### config.mk
export PLATFORM = sky130hd
export DESIGN_NAME = pid_limit_feedback_loss
export DESIGN_NICKNAME = d
export VERILOG_FILES = /design/src/pid_limit_pkg.sv /design/src/pid_limit_feedback_loss.sv
export VERILOG_INCLUDE_DIRS = /design/src /design/src/src
export SDC_FILE = /design/constraint.sdc
export NUM_CORES = 2
export LEC_CHECK = 0
export ABC_AREA = 0
export BUFFER_PORTS_ARGS = -buffer_cell sky130_fd_sc_hd__buf_2
export CORE_ASPECT_RATIO = 1.5
export CORE_MARGIN = 5
export CORE_UTILIZATION = 45
export CTS_BUF_LIST = sky130_fd_sc_hd__clkbuf_8 sky130_fd_sc_hd__clkbuf_16
export DETAILED_ROUTE_END_ITERATION = 10
export PLACE_DENSITY = 0.65
export SYNTH_ARGS = -nofsm -noshare
export SYNTH_HDL_FRONTEND = slang
export SYNTH_SLANG_ARGS = --single-unit
### constraint.sdc
create_clock -name sys_clk -period 41.3 [get_ports sys_clk]
set_clock_uncertainty 0.15 [all_clocks]
set_input_delay 8.26 -clock sys_clk [delete_from_list [all_inputs] [get_ports sys_clk]]
set_output_delay 8.26 -clock sys_clk [all_outputs]
set_load 0.005 [all_outputs]
### src/pid_limit_defines.svh
// Register offsets, reset values and timing counts of the PID limit and feedback-loss block.
`ifndef PID_LIMIT_DEFINES_SVH
`define PID_LIMIT_DEFINES_SVH
`define ADDR_W            12
`define REG_INT_CLAMP     12'h710
`define REG_D_SMOOTH      12'h711
`define REG_OUT_CLAMP     12'h712
`define REG_FB_READBACK   12'h713
`define REG_LOSS_TIME     12'h714
`define REG_LOSS_ACTION   12'h715
`define REG_LOSS_SPEED    12'h716
`define REG_IRQ_STATUS    12'h7f0
`define REG_IRQ_MASK      12'h7f1
`define REG_LOSS_STATE    12'h7f2
`define RST_PCT_100       16'h03e8
`define PCT_SCALE         32'd1000
`define FB_MAX            16'sh4e20
`define FB_MIN            -16'sh4e20
`define CLK_PERIOD_NS     50
`define EVAL_PERIOD_NS    1000000
`define EVAL_CYCLES       (`EVAL_PERIOD_NS / `CLK_PERIOD_NS)
`define EVAL_PERIOD_MS    1
`define DETECT_UNIT_MS    100
`define TICKS_PER_UNIT    (`DETECT_UNIT_MS / `EVAL_PERIOD_MS)
`define IRQ_WARN_BIT      0
`define IRQ_FAULT_BIT     1
`endif

### src/pid_limit_pkg.sv
// Types shared by the PID limit and feedback-loss block.
package pid_limit_pkg;
    typedef enum logic [1:0] {
        LOSS_IDLE   = 2'b00,
        LOSS_TIMING = 2'b01,
        LOSS_WARN   = 2'b11,
        LOSS_FAULT  = 2'b10
    } loss_state_t;

    typedef enum logic [2:0] {
        ACT_CONTINUE = 3'h0,
        ACT_RAMP     = 3'h1,
        ACT_COAST    = 3'h2,
        ACT_HOLD     = 3'h3,
        ACT_FALLBACK = 3'h4
    } loss_action_t;
endpackage

### src/pid_limit_feedback_loss.sv
// PID derivative filter, integral and output clamps, feedback readback and feedback-loss handling.
//
// Added by the designer: strobed register access.
`include "pid_limit_defines.svh"

module pid_limit_feedback_loss
    import pid_limit_pkg::*;
#(
    parameter int EVAL_CYCLES = `EVAL_CYCLES
) (
    // Clock and reset
    input  wire logic                 sys_clk,
    input  wire logic                 nrst,
    // Register port
    input  wire logic [`ADDR_W-1:0]   addr,
    input  wire logic [15:0]          wdata,
    input  wire logic                 wr,
    input  wire logic                 rd,
    output logic      [15:0]          rdata,
    // PID unit side
    input  wire logic                 pid_active,
    input  wire logic signed [15:0]   error,
    input  wire logic        [15:0]   max_output_frequency,
    input  wire logic signed [15:0]   feedback_pct,
    output logic             [15:0]   freq_command,
    // Feedback source and loss
    input  wire logic                 fb_is_ai2_ma,
    input  wire logic                 fb_signal_low,
    input  wire logic                 fault_reset,
    output logic                      loss_warning,
    output logic                      loss_fault,
    output logic                      ramp_stop,
    output logic                      coast_stop,
    // Interrupt
    output logic                      irq
);

    // ------------------------------------------------------------
    // Registers
    // ------------------------------------------------------------
    logic [15:0]        integral_clamp_percent, next_integral_clamp_percent;
    logic [15:0]        derivative_smoothing_time, next_derivative_smoothing_time;
    logic [15:0]        output_freq_clamp_percent, next_output_freq_clamp_percent;
    logic signed [15:0] feedback_value_readback, next_feedback_value_readback;
    logic [15:0]        loss_detect_time, next_loss_detect_time;
    logic [2:0]         loss_action_select, next_loss_action_select;
    logic [15:0]        loss_fallback_speed, next_loss_fallback_speed;
    logic [1:0]         irq_status, next_irq_status;
    logic [1:0]         irq_mask, next_irq_mask;
    logic [15:0]        next_rdata;
    logic [1:0]         events;
    loss_state_t        state, next_state;
    logic               fault_coast;

    always_comb begin
        next_integral_clamp_percent    = integral_clamp_percent;
        next_derivative_smoothing_time = derivative_smoothing_time;
        next_output_freq_clamp_percent = output_freq_clamp_percent;
        next_loss_detect_time          = loss_detect_time;
        next_loss_action_select        = loss_action_select;
        next_loss_fallback_speed       = loss_fallback_speed;
        next_irq_mask                  = irq_mask;
        next_irq_status                = irq_status;
        if (feedback_pct > `FB_MAX) begin
            next_feedback_value_readback = `FB_MAX;
        end else if (feedback_pct < `FB_MIN) begin
            next_feedback_value_readback = `FB_MIN;
        end else begin
            next_feedback_value_readback = feedback_pct;
        end
        if (wr) begin
            case (addr)
                `REG_INT_CLAMP:   next_integral_clamp_percent = wdata;
                `REG_D_SMOOTH:    next_derivative_smoothing_time = wdata;
                `REG_OUT_CLAMP:   next_output_freq_clamp_percent = wdata;
                `REG_LOSS_TIME:   next_loss_detect_time = wdata;
                `REG_LOSS_ACTION: next_loss_action_select = wdata[2:0];
                `REG_LOSS_SPEED:  next_loss_fallback_speed = wdata;
                `REG_IRQ_STATUS:  next_irq_status = irq_status & ~wdata[1:0];
                `REG_IRQ_MASK:    next_irq_mask = wdata[1:0];
                default:          next_irq_mask = irq_mask;
            endcase
        end
        // A new event wins over a clear in the same cycle.
        next_irq_status = next_irq_status | events;
        next_rdata = 16'h0000;
        if (rd) begin
            case (addr)
                `REG_INT_CLAMP:   next_rdata = integral_clamp_percent;
                `REG_D_SMOOTH:    next_rdata = derivative_smoothing_time;
                `REG_OUT_CLAMP:   next_rdata = output_freq_clamp_percent;
                `REG_FB_READBACK: next_rdata = feedback_value_readback;
                `REG_LOSS_TIME:   next_rdata = loss_detect_time;
                `REG_LOSS_ACTION: next_rdata = {13'h0000, loss_action_select};
                `REG_LOSS_SPEED:  next_rdata = loss_fallback_speed;
                `REG_IRQ_STATUS:  next_rdata = {14'h0000, irq_status};
                `REG_IRQ_MASK:    next_rdata = {14'h0000, irq_mask};
                `REG_LOSS_STATE:  next_rdata = {13'h0000, fault_coast, state};
                default:          next_rdata = 16'h0000;
            endcase
        end
    end

    always_ff @(posedge sys_clk or negedge nrst) begin
        if (!nrst) begin
            integral_clamp_percent    <= `RST_PCT_100;
            derivative_smoothing_time <= 16'h0000;
            output_freq_clamp_percent <= `RST_PCT_100;
            feedback_value_readback   <= 16'sh0000;
            loss_detect_time          <= 16'h0000;
            loss_action_select        <= 3'h0;
            loss_fallback_speed       <= 16'h0000;
            irq_status                <= 2'h0;
            irq_mask                  <= 2'h0;
            rdata                     <= 16'h0000;
        end else begin
            integral_clamp_percent    <= next_integral_clamp_percent;
            derivative_smoothing_time <= next_derivative_smoothing_time;
            output_freq_clamp_percent <= next_output_freq_clamp_percent;
            feedback_value_readback   <= next_feedback_value_readback;
            loss_detect_time          <= next_loss_detect_time;
            loss_action_select        <= next_loss_action_select;
            loss_fallback_speed       <= next_loss_fallback_speed;
            irq_status                <= next_irq_status;
            irq_mask                  <= next_irq_mask;
            rdata                     <= next_rdata;
        end
    end

    assign irq = |(irq_status & irq_mask);

    // ------------------------------------------------------------
    // Evaluation and detection time base
    // ------------------------------------------------------------
    logic [15:0] tick_cnt, next_tick_cnt;
    logic [7:0]  unit_cnt, next_unit_cnt;
    logic        eval_tick, unit_tick;

    always_comb begin
        eval_tick     = (tick_cnt == 16'(EVAL_CYCLES - 1));
        unit_tick     = eval_tick && (unit_cnt == 8'(`TICKS_PER_UNIT - 1));
        next_tick_cnt = eval_tick ? 16'h0000 : tick_cnt + 16'h0001;
        next_unit_cnt = unit_tick ? 8'h00 : (eval_tick ? unit_cnt + 8'h01 : unit_cnt);
    end

    always_ff @(posedge sys_clk or negedge nrst) begin
        if (!nrst) begin
            tick_cnt <= 16'h0000;
            unit_cnt <= 8'h00;
        end else begin
            tick_cnt <= next_tick_cnt;
            unit_cnt <= next_unit_cnt;
        end
    end

    // ------------------------------------------------------------
    // PID terms and clamps
    // ------------------------------------------------------------
    logic signed [15:0] prev_err, next_prev_err;
    logic signed [16:0] d_raw;
    logic signed [23:0] d_filt, next_d_filt;
    logic signed [23:0] integ, next_integ, integ_sum, total;
    logic [31:0]        prod_i, prod_o;
    logic [15:0]        ilim;
    logic [16:0]        olim;
    logic [2:0]         shift;
    logic [15:0]        pid_cmd, next_pid_cmd;

    always_comb begin
        prod_i = max_output_frequency * integral_clamp_percent;
        prod_o = max_output_frequency * output_freq_clamp_percent;
        ilim   = 16'(prod_i / `PCT_SCALE);
        olim   = 17'(prod_o / `PCT_SCALE);
        if (derivative_smoothing_time >= 16'd16) shift = 3'd5;
        else if (derivative_smoothing_time >= 16'd8) shift = 3'd4;
        else if (derivative_smoothing_time >= 16'd4) shift = 3'd3;
        else if (derivative_smoothing_time >= 16'd2) shift = 3'd2;
        else shift = 3'(derivative_smoothing_time);
        d_raw       = 17'(error) - 17'(prev_err);
        next_d_filt = d_filt + ((24'(d_raw) - d_filt) >>> shift);
        integ_sum = integ + 24'(error);
        if (integ_sum > $signed({8'h00, ilim})) begin
            next_integ = $signed({8'h00, ilim});
        end else if (integ_sum < -$signed({8'h00, ilim})) begin
            next_integ = -$signed({8'h00, ilim});
        end else begin
            next_integ = integ_sum;
        end
        total = 24'(error) + next_integ + next_d_filt;
        if (total < 24'sh000000) begin
            next_pid_cmd = 16'h0000;
        end else if (total > $signed({7'h00, olim})) begin
            next_pid_cmd = 16'(olim);
        end else begin
            next_pid_cmd = 16'(total);
        end
        next_prev_err = error;
        if (!pid_active) begin
            next_prev_err = 16'sh0000;
            next_d_filt   = 24'sh000000;
            next_integ    = 24'sh000000;
            next_pid_cmd  = 16'h0000;
        end
    end

    always_ff @(posedge sys_clk or negedge nrst) begin
        if (!nrst) begin
            prev_err <= 16'sh0000;
            d_filt   <= 24'sh000000;
            integ    <= 24'sh000000;
            pid_cmd  <= 16'h0000;
        end else if (eval_tick || !pid_active) begin
            prev_err <= next_prev_err;
            d_filt   <= next_d_filt;
            integ    <= next_integ;
            pid_cmd  <= next_pid_cmd;
        end
    end

    // ------------------------------------------------------------
    // Feedback-loss detection and action
    // ------------------------------------------------------------
    logic        qual;
    logic [15:0] det_cnt, next_det_cnt;
    logic [15:0] held_cmd, next_held_cmd;
    logic        next_fault_coast;
    logic [15:0] next_freq_command;

    always_comb begin
        qual             = fb_signal_low && fb_is_ai2_ma && (loss_detect_time != 16'h0000);
        next_state       = state;
        next_det_cnt     = det_cnt;
        next_held_cmd    = held_cmd;
        next_fault_coast = fault_coast;
        events           = 2'b00;
        case (state)
            LOSS_IDLE: begin
                next_det_cnt = 16'h0000;
                if (qual) next_state = LOSS_TIMING;
            end
            LOSS_TIMING: begin
                if (!qual) begin
                    next_state = LOSS_IDLE;
                end else if (det_cnt >= loss_detect_time) begin
                    events[`IRQ_WARN_BIT] = 1'b1;
                    next_held_cmd = pid_cmd;
                    if (loss_action_select == ACT_RAMP || loss_action_select == ACT_COAST) begin
                        next_state = LOSS_FAULT;
                        next_fault_coast = (loss_action_select == ACT_COAST);
                        events[`IRQ_FAULT_BIT] = 1'b1;
                    end else begin
                        next_state = LOSS_WARN;
                    end
                end else if (unit_tick) begin
                    next_det_cnt = det_cnt + 16'h0001;
                end
            end
            LOSS_WARN: begin
                if (!qual) next_state = LOSS_IDLE;
            end
            LOSS_FAULT: begin
                if (fault_reset) next_state = LOSS_IDLE;
                next_fault_coast = fault_coast && !fault_reset;
            end
            default: next_state = LOSS_IDLE;
        endcase
        next_freq_command = pid_cmd;
        if (next_state == LOSS_FAULT) begin
            next_freq_command = 16'h0000;
        end else if (next_state == LOSS_WARN && loss_action_select == ACT_HOLD) begin
            next_freq_command = next_held_cmd;
        end else if (next_state == LOSS_WARN && loss_action_select == ACT_FALLBACK) begin
            next_freq_command = loss_fallback_speed;
        end
    end

    always_ff @(posedge sys_clk or negedge nrst) begin
        if (!nrst) begin
            state        <= LOSS_IDLE;
            det_cnt      <= 16'h0000;
            held_cmd     <= 16'h0000;
            fault_coast  <= 1'b0;
            freq_command <= 16'h0000;
        end else begin
            state        <= next_state;
            det_cnt      <= next_det_cnt;
            held_cmd     <= next_held_cmd;
            fault_coast  <= next_fault_coast;
            freq_command <= next_freq_command;
        end
    end

    assign loss_warning = (state == LOSS_WARN) || (state == LOSS_FAULT);
    assign loss_fault   = (state == LOSS_FAULT);
    assign ramp_stop    = loss_fault && !fault_coast;
    assign coast_stop   = loss_fault && fault_coast;
endmodule // pid_limit_feedback_loss

==> results.txt <==
----------------------------------------------------
[Yosys]
  Leading post-synthesis cells by instance count ... sky130_fd_sc_hd__nand2_1, sky130_fd_sc_hd__inv_1, sky130_fd_sc_hd__fa_1, sky130_fd_sc_hd__a21oi_1, sky130_fd_sc_hd__nor2_1
  Combinational family with the most area after synthesis ... adder cells
  Top-area cell type share of the netlist area ... 17.1%
  Xor and xnor area share after synthesis ... between 5 and 6%
  Top_reg_cell synth ... sky130_fd_sc_hd__dfrtp_1
  Post-synth EDFFs ... 0
  Post-synthesis async set-or-reset flop share ... between 90% and 100%
  Proportion of synthesized area in mux cells ... under 10%
  #FFs+latches synth ... roughly 270
  Average size of a mapped cell ... 8.39 sq um
  Count of different cell masters after synthesis ... 183
  Post-synthesis share of cell area spent on and, or, nand and nor gates ... between 10% and 20%
  Synth Net Count ... roughly 7,000
  Area contributors post-synth ... sky130_fd_sc_hd__fa_1, sky130_fd_sc_hd__dfrtp_1, sky130_fd_sc_hd__ha_1
  Dominant cell by count in the synthesized netlist ... sky130_fd_sc_hd__nand2_1
  Post-Syn Instances ... about 6,000
  Synth Area in Compound Gates ... 21.8%
  Yosys warnings ... 0
  Portion of the post-synthesis area used by sequential elements ... approximately 13%
  Top cell type by total area after synthesis ... sky130_fd_sc_hd__fa_1
  Adder-Cell Fraction of Synth Area ... between 20% and 30%
  Post-Syn Area ... just over 50,000 sq um

[Global routing]
  Number of global-route vias before repair ... between 40,000 and 50,000
  Largest net degree at the start of global routing ... 81
  First-pass GRT wire length ... approximately 250 mm
  Total GRT Usage ... around 25%
  Total congestion overflow after global routing ... 0
  Initial antenna violation count ... 8

[Pwr]
  Peak supply drop ... 34.0 uV
  Power density over the cells ... about 23 nW/um^2
  Total Power Consumption ... about 1300 uW
  Static leakage power ... between 0.02 and 0.025 uW

[Layout]
  Largest registers ... d_filt x24, integ x24
  Post-layout net count ... between 6,000 and 7,000
  Ratio of cells with drive above 1 in the final layout ... about an eighth
  Final std cell area, no fill ... approximately 54,000 sq um
  Area added between synthesis and finish ... 5.53%
  Non-filler instance count after layout ... 7,555

[Routing]
  Number of nets still failing antenna checks after routing ... 0
  Routed via count ... about 46,000
  Routed WL ... between 150 and 200 mm
  First-iteration detailed-routing DRC count ... ~2,900
  Detailed-route DRC error count ... 0
  Detail-routed net length per standard cell ... about 20 microns
  Avg Vias per Cell ... 6.04
  Length of the first detailed-routing pass in iterations ... 6

[CTS]
  Num CTS Buffers ... 31
  Hold buffer count at cts ... 0
  Htree depth ... 1
  Max Root-Sink Buffers ... 3
  TritonCTS clock tree ... built
  Root buf cell ... sky130_fd_sc_hd__clkbuf_16
  Clock transition time at the flip-flop clock pins of the worst setup and hold paths ... around 0.06 ns
  Total clock sinks ... 274
  Clock insertion delay at the later pin of the skew report ... 0.59 ns

[Place]
  Count of port buffers added during placement ... 120
  Instance area at placement ... roughly 53,000 sq um
  Cell count after placement ... 7,479
  Final weighted congestion in routability-driven placement ... 0.992
  Dpl hpwl ... 124 mm

[Worst setup path]
  CP Class ... in2reg
  Critical path launch point type ... primary input
  WP data arrival ... about 40 ns
  Worst-path maximum fanout ... 21
  Kind of cell with the highest combined delay on the critical path ... compound AO/OA/AOI/OAI gates
  Worst path required time ... between 40 and 50 ns
  CP Capture Type ... flip-flop
  Largest incremental delay on the critical path ... approximately 0.55 ns
  Number of buffers and inverters on the critical path ... 16
  Most common cell on crit path ... sky130_fd_sc_hd__a21oi_1
  Worst path slowest cell ... sky130_fd_sc_hd__fa_1

[Timing]
  Hold Vio Cnt, Final ... 0
  Worst rel slew slack ... between 10% and 20%
  Max-slew violation count ... 0
  Number of setup violations in the final report ... 0
  Unrepaired setup endpoints after global routing ... false
  Transition at the pin with the smallest max-transition slack ... around 1.2 ns
  Setup total negative slack ... 0 ns
  Achievable Freq ... 25.5 MHz
  Final worst path period share ... between 90% and 100%
  Min cycle time layout ... approximately 39 ns

[Floorplanning]
  Chip width ... 286 microns
  Die extent in y ... between 400 and 500 microns
  Standard-cell row count ... about 150
  Core footprint ... between 100,000 and 150,000 sq um
  Total Die Area ... between 100,000 and 150,000 sq um
  Boundary pin count ... 121
  Initial cell density of the core ... around 45%

[Hold path]
  HP Class ... reg2reg

[Job]
  Number of max-capacitance violations reported ... 0

[Status]
  Outcome ... completed

----------------------------------------------------
==> cell families (layout without fill, tap and decap cells) <==
logic type | count (synthesis) | after routing
simple gates | 1960 | 1960
mux | 252 | 252
xor+xnor | 319 | 319
fa+ha+maj | 826 | 826
compound gates | 1546 | 1548
flops | 274 | 274
buf+inv | 936 | 918
other cells | 0 | 5
==> metrics by stage <==
step / setup slack (ns) / hold slack (ns) / util [%]
3_5_place_dp: 0.337 / 0.301 / 46.6
5_1_grt: 0.0114 / 0.334 / 47.9
6_report: 2.09 / 0.310 / 47.9
2_1_floorplan: 4.63 / 0.284 / -
3_3_place_gp: 0.630 / 0.297 / 46.6
4_1_cts: 0.813 / 0.312 / 47.5
==> layer usage <==
| layer | up-vias | part of all wire [%] | track usage (%) |
|---|---|---|---|
| li1 | 21293 | - | - |
| met1 | 22612 | 40 | 29.8 |
| met2 | 1320 | 50 | 44.7 |
| met3 | 382 | 4.9 | 2.55 |
| met4 | 4 | 5.0 | 10.3 |
| met5 | - | 0.021 | 0 |
==> area by class of cell <==
cell class | count | area [sq um]
antenna | 5 | 12.5
clock buffer | 37 | 858
tap | 1453 | 1820
multi-input combinational | 4905 | 40600
fill | 10973 | 58900
timing repair buffer | 200 | 1250
clock inverter | 21 | 204
inverter | 660 | 2490
sequential | 274 | 6870
==> timing repair <==
action	CTS	global route
buffers inserted	0	11
resized for setup	0	55
setup endpoints to repair	0	16
==> path summary, 6_finish.rpt <==
| kind | start | endpoint | slack, ns | depth (start not counted) |
|---|---|---|---|---|
| hold / removal | unit_cnt[7] | unit_cnt[7] | 0.31 | 1 |
| max in group asynchronous | nrst | rdata[0] | 31.21 | 3 |
| min in group asynchronous | nrst | integ[11] | 7.49 | 1 |
| setup / recovery | max_output_frequency[12] | pid_cmd[0] | 2.09 | 134 |
| setup reg to reg | integral_clamp_percent[2] | pid_cmd[0] | 9.02 | 133 |
| hold reg to reg | unit_cnt[7] | unit_cnt[7] | 0.31 | 1 |
==> cell usage in the layout (no fill, tap or decap), types with 137 or more instances in the layout <==
cell type,Yosys,routed
sky130_fd_sc_hd__ha_1,378,378
sky130_fd_sc_hd__a21oi_1,395,392
sky130_fd_sc_hd__inv_1,647,650
sky130_fd_sc_hd__nor2_1,380,375
sky130_fd_sc_hd__fa_1,437,437
sky130_fd_sc_hd__and2_1,264,264
sky130_fd_sc_hd__nand2_1,657,655
sky130_fd_sc_hd__dfrtp_1,262,262
sky130_fd_sc_hd__xnor2_1,225,223
sky130_fd_sc_hd__o21ai_0,219,218
sky130_fd_sc_hd__mux2_2,137,137
==> power breakdown <==
part	total [uW]	switching [uW]	internal (uW)
clock	290	123	167
combinational	695	434	261
sequential	272	1.86	270
total	1260	559	698
==> worst register-to-register path: cells and delay by family (launching register included) <==
family,cells,cell delay (ns)
AO/OA/AOI/OAI,75,17.63
adder cells (fa/ha/maj),11,4.77
multiplexers,2,0.89
XOR/XNOR,5,0.93
flip-flops,1,0.99
buffers and inverters,15,1.76
AND/OR/NAND/NOR,25,5.07
No activity file was read; power rests on OpenSTA's default activity.
